===== src/core/tmk_pkg.sv =====
package tmk_pkg;

  // ************************************************************
  // Register offsets (byte addresses)
  // ************************************************************
  localparam logic [7:0] TMK_OFS_MASK_G1L = 8'h00;
  localparam logic [7:0] TMK_OFS_FLAG_G1L = 8'h04;
  localparam logic [7:0] TMK_OFS_MASK_G1H = 8'h08;
  localparam logic [7:0] TMK_OFS_FLAG_G1H = 8'h0C;
  localparam logic [7:0] TMK_OFS_MASK_G2L = 8'h10;
  localparam logic [7:0] TMK_OFS_FLAG_G2L = 8'h14;
  localparam logic [7:0] TMK_OFS_IRQ_STAT = 8'h18;
  localparam logic [7:0] TMK_OFS_IRQ_EN = 8'h1C;
  localparam int unsigned TMK_ADDR_MIN = 8;

  // ************************************************************
  // Field positions inside the 8-bit registers
  // ************************************************************
  localparam int unsigned TMK_G1L_CH1 = 7;
  localparam int unsigned TMK_G1L_FIX = 6;
  localparam int unsigned TMK_G1L_CH3U = 3;
  localparam int unsigned TMK_G1L_CH1U = 0;
  localparam int unsigned TMK_G1H_CH2 = 0;
  localparam int unsigned TMK_G1H_CH3 = 1;
  localparam int unsigned TMK_G2L_CH4 = 1;
  localparam int unsigned TMK_G2L_CH5 = 2;

  // ************************************************************
  // Fixed bits and reset values
  // ************************************************************
  localparam logic TMK_MASK_FIX = 1'b1;
  localparam logic TMK_FLAG_FIX = 1'b0;
  localparam int unsigned TMK_SRC_N = 6;
  localparam logic [5:0] TMK_MASK_RST = 6'h3F;
  localparam logic [5:0] TMK_FLAG_RST = 6'h00;
  localparam logic [5:0] TMK_STAT_RST = 6'h00;
  localparam logic [5:0] TMK_EN_RST = 6'h00;
  localparam logic [7:0] TMK_BYTE_ZERO = 8'h00;
  localparam logic [31:0] TMK_WORD_ZERO = 32'h0000_0000;

  // One bit per interrupt source, also the status/enable layout
  typedef struct packed {
    logic ch4;
    logic ch3_upper;
    logic ch3;
    logic ch2;
    logic ch1_upper;
    logic ch1;
  } tmk_src_s;

endpackage


===== src/core/tmk_bank.sv =====
`timescale 1ns/100ps
`default_nettype none
// ************************************************************
// Timer channel interrupt mask and request flag bank
// ************************************************************
module tmk_bank import tmk_pkg::*; #(
  parameter int unsigned ADDR_W = 8
) (
  input wire logic pclk,
  input wire logic presetn,
  input wire logic pce,
  input wire logic psel,
  input wire logic penable,
  input wire logic pwrite,
  input wire logic [ADDR_W-1:0] paddr,
  input wire logic [31:0] pwdata,
  input wire logic [3:0] pstrb,
  output var logic [31:0] prdata,
  output var logic pready,
  output var logic pslverr,
  input wire tmk_src_s src_evt,
  output var tmk_src_s irq_req,
  output var logic irq
);

  // ************************************************************
  // Elaboration check
  // ************************************************************
  if (ADDR_W < TMK_ADDR_MIN) begin : g_bad_addr
    $error("ADDR_W is too narrow for the register map");
  end

  // ************************************************************
  // Helper functions
  // ************************************************************

  // Pick every source field out of a written byte
  function automatic tmk_src_s src_from_byte(input logic [7:0] b);
    tmk_src_s s;
    s.ch1 = b[TMK_G1L_CH1];
    s.ch1_upper = b[TMK_G1L_CH1U];
    s.ch3_upper = b[TMK_G1L_CH3U];
    s.ch2 = b[TMK_G1H_CH2];
    s.ch3 = b[TMK_G1H_CH3];
    s.ch4 = b[TMK_G2L_CH4];
    return s;
  endfunction

  // Spread per-register write strobes onto the sources they own
  function automatic tmk_src_s we_map(input logic g1l, input logic g1h,
                                      input logic g2l);
    tmk_src_s s;
    s.ch1 = g1l;
    s.ch1_upper = g1l;
    s.ch3_upper = g1l;
    s.ch2 = g1h;
    s.ch3 = g1h;
    s.ch4 = g2l;
    return s;
  endfunction

  // Group 1 low read image
  function automatic logic [7:0] byte_g1l(input tmk_src_s v,
                                          input logic fix);
    logic [7:0] b;
    b = TMK_BYTE_ZERO;
    b[TMK_G1L_CH1] = v.ch1;
    b[TMK_G1L_FIX] = fix;
    b[TMK_G1L_CH3U] = v.ch3_upper;
    b[TMK_G1L_CH1U] = v.ch1_upper;
    return b;
  endfunction

  // Group 1 high read image
  function automatic logic [7:0] byte_g1h(input tmk_src_s v);
    logic [7:0] b;
    b = TMK_BYTE_ZERO;
    b[TMK_G1H_CH2] = v.ch2;
    b[TMK_G1H_CH3] = v.ch3;
    return b;
  endfunction

  // Group 2 low read image, the ch5 bit stays zero
  function automatic logic [7:0] byte_g2l(input tmk_src_s v);
    logic [7:0] b;
    b = TMK_BYTE_ZERO;
    b[TMK_G2L_CH4] = v.ch4;
    return b;
  endfunction

  // ************************************************************
  // State
  // ************************************************************
  tmk_src_s mask_r;
  tmk_src_s mask_nxt;
  logic [5:0] flag_q;
  logic [5:0] stat_q;
  logic [5:0] en_r;
  tmk_src_s flag_s;

  // ************************************************************
  // APB address decode
  // ************************************************************
  wire logic hit_mg1l = (paddr == ADDR_W'(TMK_OFS_MASK_G1L));
  wire logic hit_fg1l = (paddr == ADDR_W'(TMK_OFS_FLAG_G1L));
  wire logic hit_mg1h = (paddr == ADDR_W'(TMK_OFS_MASK_G1H));
  wire logic hit_fg1h = (paddr == ADDR_W'(TMK_OFS_FLAG_G1H));
  wire logic hit_mg2l = (paddr == ADDR_W'(TMK_OFS_MASK_G2L));
  wire logic hit_fg2l = (paddr == ADDR_W'(TMK_OFS_FLAG_G2L));
  wire logic hit_stat = (paddr == ADDR_W'(TMK_OFS_IRQ_STAT));
  wire logic hit_en = (paddr == ADDR_W'(TMK_OFS_IRQ_EN));
  wire logic mapped = hit_mg1l | hit_fg1l | hit_mg1h | hit_fg1h |
                      hit_mg2l | hit_fg2l | hit_stat | hit_en;

  // Access phase: first cycle is taken, second completes the transfer
  wire logic apb_req = psel & penable;
  wire logic take = apb_req & ~pready;
  wire logic commit = apb_req & pready;
  wire logic wr = commit & pwrite & pstrb[0] & mapped;

  // ************************************************************
  // Write strobes and data
  // ************************************************************
  wire tmk_src_s wd_src = src_from_byte(pwdata[7:0]);
  wire tmk_src_s mask_we = we_map(wr & hit_mg1l, wr & hit_mg1h,
                                  wr & hit_mg2l);
  wire tmk_src_s flag_we = we_map(wr & hit_fg1l, wr & hit_fg1h,
                                  wr & hit_fg2l);
  wire logic [5:0] stat_we = {TMK_SRC_N{wr & hit_stat}};
  wire logic en_we = wr & hit_en;

  assign flag_s = tmk_src_s'(flag_q);

  // ************************************************************
  // Read data selection
  // ************************************************************
  wire logic [7:0] rd_byte =
    hit_mg1l ? byte_g1l(mask_r, TMK_MASK_FIX) :
    hit_fg1l ? byte_g1l(flag_s, TMK_FLAG_FIX) :
    hit_mg1h ? byte_g1h(mask_r) :
    hit_fg1h ? byte_g1h(flag_s) :
    hit_mg2l ? byte_g2l(mask_r) :
    hit_fg2l ? byte_g2l(flag_s) :
    hit_stat ? {2'b00, stat_q} :
    hit_en ? {2'b00, en_r} :
    TMK_BYTE_ZERO;
  wire logic [31:0] rd_word = pwrite ? TMK_WORD_ZERO : {24'h00_0000, rd_byte};

  // ************************************************************
  // Mask bits
  // ************************************************************

  // Only the bits owned by the written register change
  assign mask_nxt = tmk_src_s'((mask_r & ~mask_we) | (wd_src & mask_we));

  always_ff @(posedge pclk or negedge presetn) begin
    if (!presetn) begin
      mask_r <= tmk_src_s'(TMK_MASK_RST);
    end else if (pce) begin
      mask_r <= mask_nxt;
    end
  end

  // ************************************************************
  // Request flags: set by events, cleared by writing 0
  // ************************************************************
  tmk_sticky_bits #(
    .W(TMK_SRC_N),
    .RST(TMK_FLAG_RST),
    .W1C(1'b0)
  ) u_flags (
    .pclk(pclk),
    .presetn(presetn),
    .ce(pce),
    .set(src_evt),
    .we(flag_we),
    .wd(wd_src),
    .q(flag_q)
  );

  // ************************************************************
  // Interrupt status (write one to clear) and enable
  // ************************************************************
  tmk_sticky_bits #(
    .W(TMK_SRC_N),
    .RST(TMK_STAT_RST),
    .W1C(1'b1)
  ) u_status (
    .pclk(pclk),
    .presetn(presetn),
    .ce(pce),
    .set(src_evt),
    .we(stat_we),
    .wd(pwdata[5:0]),
    .q(stat_q)
  );

  always_ff @(posedge pclk or negedge presetn) begin
    if (!presetn) begin
      en_r <= TMK_EN_RST;
    end else if (pce && en_we) begin
      en_r <= pwdata[5:0];
    end
  end

  // ************************************************************
  // APB answer registers
  // ************************************************************

  // One wait state: pready rises the cycle after the access is taken
  always_ff @(posedge pclk or negedge presetn) begin
    if (!presetn) begin
      pready <= 1'b0;
      pslverr <= 1'b0;
      prdata <= TMK_WORD_ZERO;
    end else if (pce) begin
      pready <= take;
      pslverr <= take & ~mapped;
      if (take) begin
        prdata <= rd_word;
      end
    end
  end

  // ************************************************************
  // Forwarded requests and summary interrupt
  // ************************************************************

  // A request goes out only while its mask bit holds 0
  always_ff @(posedge pclk or negedge presetn) begin
    if (!presetn) begin
      irq_req <= tmk_src_s'(TMK_FLAG_RST);
      irq <= 1'b0;
    end else if (pce) begin
      irq_req <= tmk_src_s'(flag_q & ~mask_r);
      irq <= |(stat_q & en_r);
    end
  end
endmodule
`default_nettype wire


===== src/core/tmk_sticky_bits.sv =====
`timescale 1ns/100ps
`default_nettype none
// ************************************************************
// Sticky bit bank: hardware set always wins over a clear
// ************************************************************
module tmk_sticky_bits #(
  parameter int unsigned W = 6,
  parameter logic [W-1:0] RST = '0,
  parameter bit W1C = 1'b0
) (
  input wire logic pclk,
  input wire logic presetn,
  input wire logic ce,
  input wire logic [W-1:0] set,
  input wire logic [W-1:0] we,
  input wire logic [W-1:0] wd,
  output var logic [W-1:0] q
);

  logic [W-1:0] q_nxt;
  logic [W-1:0] kept;

  // Write-one-to-clear or plain write of the enabled bits
  assign kept = W1C ? (q & ~(we & wd)) : ((q & ~we) | (wd & we));
  assign q_nxt = set | kept;

  // Bit storage, frozen while the clock enable is low
  always_ff @(posedge pclk or negedge presetn) begin
    if (!presetn) begin
      q <= RST;
    end else if (ce) begin
      q <= q_nxt;
    end
  end

endmodule
`default_nettype wire


===== config.mk =====
export PLATFORM = sky130hd
export DESIGN_NAME = tmk_bank
export DESIGN_NICKNAME = d
export VERILOG_FILES = /design/src/core/tmk_pkg.sv /design/src/core/tmk_bank.sv /design/src/core/tmk_sticky_bits.sv
export SDC_FILE = /design/constraint.sdc
export NUM_CORES = 1
export LEC_CHECK = 0
export BUFFER_PORTS_ARGS = -buffer_cell sky130_fd_sc_hd__buf_2
export CAP_MARGIN = 10
export CELL_PAD_IN_SITES_DETAIL_PLACEMENT = 1
export CELL_PAD_IN_SITES_GLOBAL_PLACEMENT = 2
export CORE_MARGIN = 2
export CORE_UTILIZATION = 25
export CTS_CLUSTER_DIAMETER = 100
export DETAILED_ROUTE_END_ITERATION = 10
export GPL_TIMING_DRIVEN = 0
export HOLD_SLACK_MARGIN = 0.08
export PLACE_DENSITY = 0.78
export SLEW_MARGIN = 0
export SYNTH_ARGS = -nofsm -noshare
export SYNTH_HDL_FRONTEND = slang
export SYNTH_SLANG_ARGS = --single-unit

===== constraint.sdc =====
create_clock -name pclk -period 1.42 [get_ports pclk]
set_input_delay 0.213 -clock pclk [delete_from_list [all_inputs] [get_ports pclk]]
set_output_delay 0.213 -clock pclk [all_outputs]
set_load 0.1 [all_outputs]

==> reports/metrics.cfg <==
[clocking]
cts_tree=built
clock_latency_ns=0.30
cts_buffer_depth=2
cts_root_buffer=clkbuf_8
cts_buffers=5
cts.hold.buffers_added=0
htree_levels=2
clk_pin_slew_ns=0.09
clock_sinks=41

[detailed_routing]
wl_per_cell_um=16.0
viasPerCell=4.73
ant_nets=0
firstDrtPassIters=4
drt_drc_violations_left=0
drt_first_iter_violations=56
vias=1909
wl_um=6450

[die]
io_pins=97
die_h_um=98.3
die_area_mm2=0.00965
core_mm2=0.00868
num_rows=34
start_util=0.256
die_x_um=98.3

[power]
p_int_w=0.00167
power.density_mw_per_mm2=933
irDropWorstVdd_v=0.000340
p_leak_nw=1.37
pwr-share-seq=0.442
p_sw_frac=0.385
clock_power_share=0.285
p_sw_w=0.00104
p_comb_frac=0.273

[synthesis]
syn_area_per_cell_um2=10.1
netlist_area_mm2=0.00222
synth-seq-cells=41
yosys_warnings=0
syn_inst=219
ys_types=51
seq_area_frac_synth=0.465

[finish]
area_delta_synth_final_pct=30.9
final_util=0.335
layoutNonFillerInstCount=404
drive_gt1_frac=0.429
final_cell_mix=buf_2, dfrtp_1, buf_4
fillers=1049
fin_nets=351
layout_commonest_cell=buf_2
multiInputGateArea_mm2=0.00111
regArea_mm2=0.00104
diodes=0

[setup_path]
path_buf_inv=1
cpLargestDelayFamily=simple AND/OR/NAND/NOR gates
cp-end-kind=flip-flop
arrival_ns=1.72
crit_type=flip-flop to flip-flop
cp_max_fo=6
path_cells=and3_4 > and4_4 > buf_6 > nand3_4 > mux2_4
cp_slowest_stage_delay_ns=0.43
critPathLaunchType=flip-flop
cp_slowest_cell=dfrtp_4
cp_data_required_time_ns=1.61

[timing]
worst_slack_ns=-0.111
skew_ns=0.00467
fin_tns_setup_ns=-1.26
rsz0062_at_grt=true
period_minus_slack_ns=1.53
final_hold_viol_count=0
tightest_slew_ns=0.927
hold_ws_ns=0.0502
fmax_mhz=653
slew_violations=0
relSlewSlack=0.382
finalSetupViolCount=22
fin_crit_sh=1.08

[place]
place.gp.congestion=0.791
dpl.cell_count=393
hpwlAfterDp_um=4900
io_buffers=43

[global_route]
grt_pass1_wl_um=10300
grt_use_total=0.136
overflow=0
grt_max_degree=42
grt_pass1_vias=1934
antenna_found_initial=0

[run]
cap_viol_max_count=0

[run_status]
violations=setup timing
outcome=finished, violations left

[min_path]
min_path_type=primary input to async pin

==> worst register-to-register path: stages (launching register included) <==
cell and delay, ns:
dfrtp_4 0.43, and3_4 0.19, and4_4 0.23, buf_6 0.13
nand3_4 0.13, mux2_4 0.33
==> power by group through the flow <==
stage / logic [W] / registers, W / clock network (W)
detailed placement: 0.000727 / 0.00122 / 0
global route: 0.000777 / 0.00120 / 0.000850
CTS: 0.000734 / 0.00120 / 0.000796
floorplan: 0.000429 / 0.00137 / 0
finish: 0.000740 / 0.00120 / 0.000774
global placement: 0.000721 / 0.00122 / 0
==> path summary, 6_finish.rpt <==
check | from | endpoint | slack (ns) | cells past startpoint
worst max-delay path | pready | en_r[1] | -0.11 | 5
worst min-delay path | presetn | pready | 0.05 | 1
worst max register to register | pready | en_r[1] | -0.11 | 5
worst min register to register | prdata[2] | prdata[2] | 0.48 | 2
max in group asynchronous | presetn | pready | 0.71 | 1
min in group pclk | pwdata[4] | u_status.q[4] | 0.11 | 2
==> synthesized netlist by cell type, drive strengths merged <==
master	instances	area, µm²
or3	1	6.26
o31ai	1	7.51
nand4b	1	8.76
nand2	18	70.1
nand4	3	18.8
and2	2	12.5
o2bb2ai	1	8.76
a31oi	6	37.5
nor4b	2	23.8
a21oi	13	65.1
a32o	1	10.0
nand3b	2	15.0
mux2i	4	40.0
and3	4	26.3
mux2	13	146
and4	4	36.3
o21ai	10	50.0
nor3	2	21.3
nor4bb	1	10.0
dfrtp	35	876
inv	10	37.5
conb	1	3.75
a221o	2	20.0
a31o	1	8.76
a22oi	6	45.0
o211ai	1	7.51
a211o	1	10.0
nor2	5	18.8
a221oi	1	8.76
clkbuf	9	33.8
mux4	1	22.5
buf	27	201
a41oi	1	8.76
a32oi	1	8.76
nand3	9	45.0
and3b	1	8.76
nor2b	2	12.5
o22ai	5	31.3
or4	2	18.8
nor4	2	12.5
a22o	1	8.76
dfstp	6	158
==> routing by layer <==
layer	GRT usage	routed length, µm	up-vias
met3	0.0308	391	7
met5	0	0	-
li1	-	-	906
met2	0.224	3130	62
met4	0.0411	93	0
met1	0.180	2840	934
==> cell type report <==
type | instances | area share
clock buffers | 5 | 0.0237
plain buffers | 35 | 0.0861
inverters | 10 | 0.0129
repair buffers | 47 | 0.0857
well taps | 108 | 0.0465
flip-flops and latches | 41 | 0.357
clock inverters | 3 | 0.00603
multi-input cells | 155 | 0.382
==> kinds of logic (layout without fill, tap and decap cells) <==
kind of cell | Yosys count | count (layout) | share of synthesized area
simple gates | 61 | 61 | 0.165
mux | 18 | 18 | 0.0941
compound gates | 52 | 52 | 0.152
other cells | 1 | 24 | 0.00169
buf+inv | 46 | 100 | 0.123
flops | 41 | 41 | 0.465
==> repair_timing <==
| action | CTS | global route |
|---|---|---|
| resized for setup | 8 | 10 |
| cloned | 1 | 0 |
| pin swaps | 9 | 1 |
| buffers inserted | 3 | 0 |
| setup endpoints to repair | 27 | 31 |
==> per-stage QoR <==
stage / total power [W] / worst slack (ns) / instance area (µm²)
2_1_floorplan: 0.00180 / -0.258 / 2380
3_3_place_gp: 0.00194 / -0.378 / 2730
3_5_place_dp: 0.00195 / -0.397 / 2730
4_1_cts: 0.00273 / -0.124 / 2860
5_1_grt: 0.00283 / -0.160 / 2910
6_report: 0.00271 / -0.111 / 2910
(Power assumes the default switching activity.)
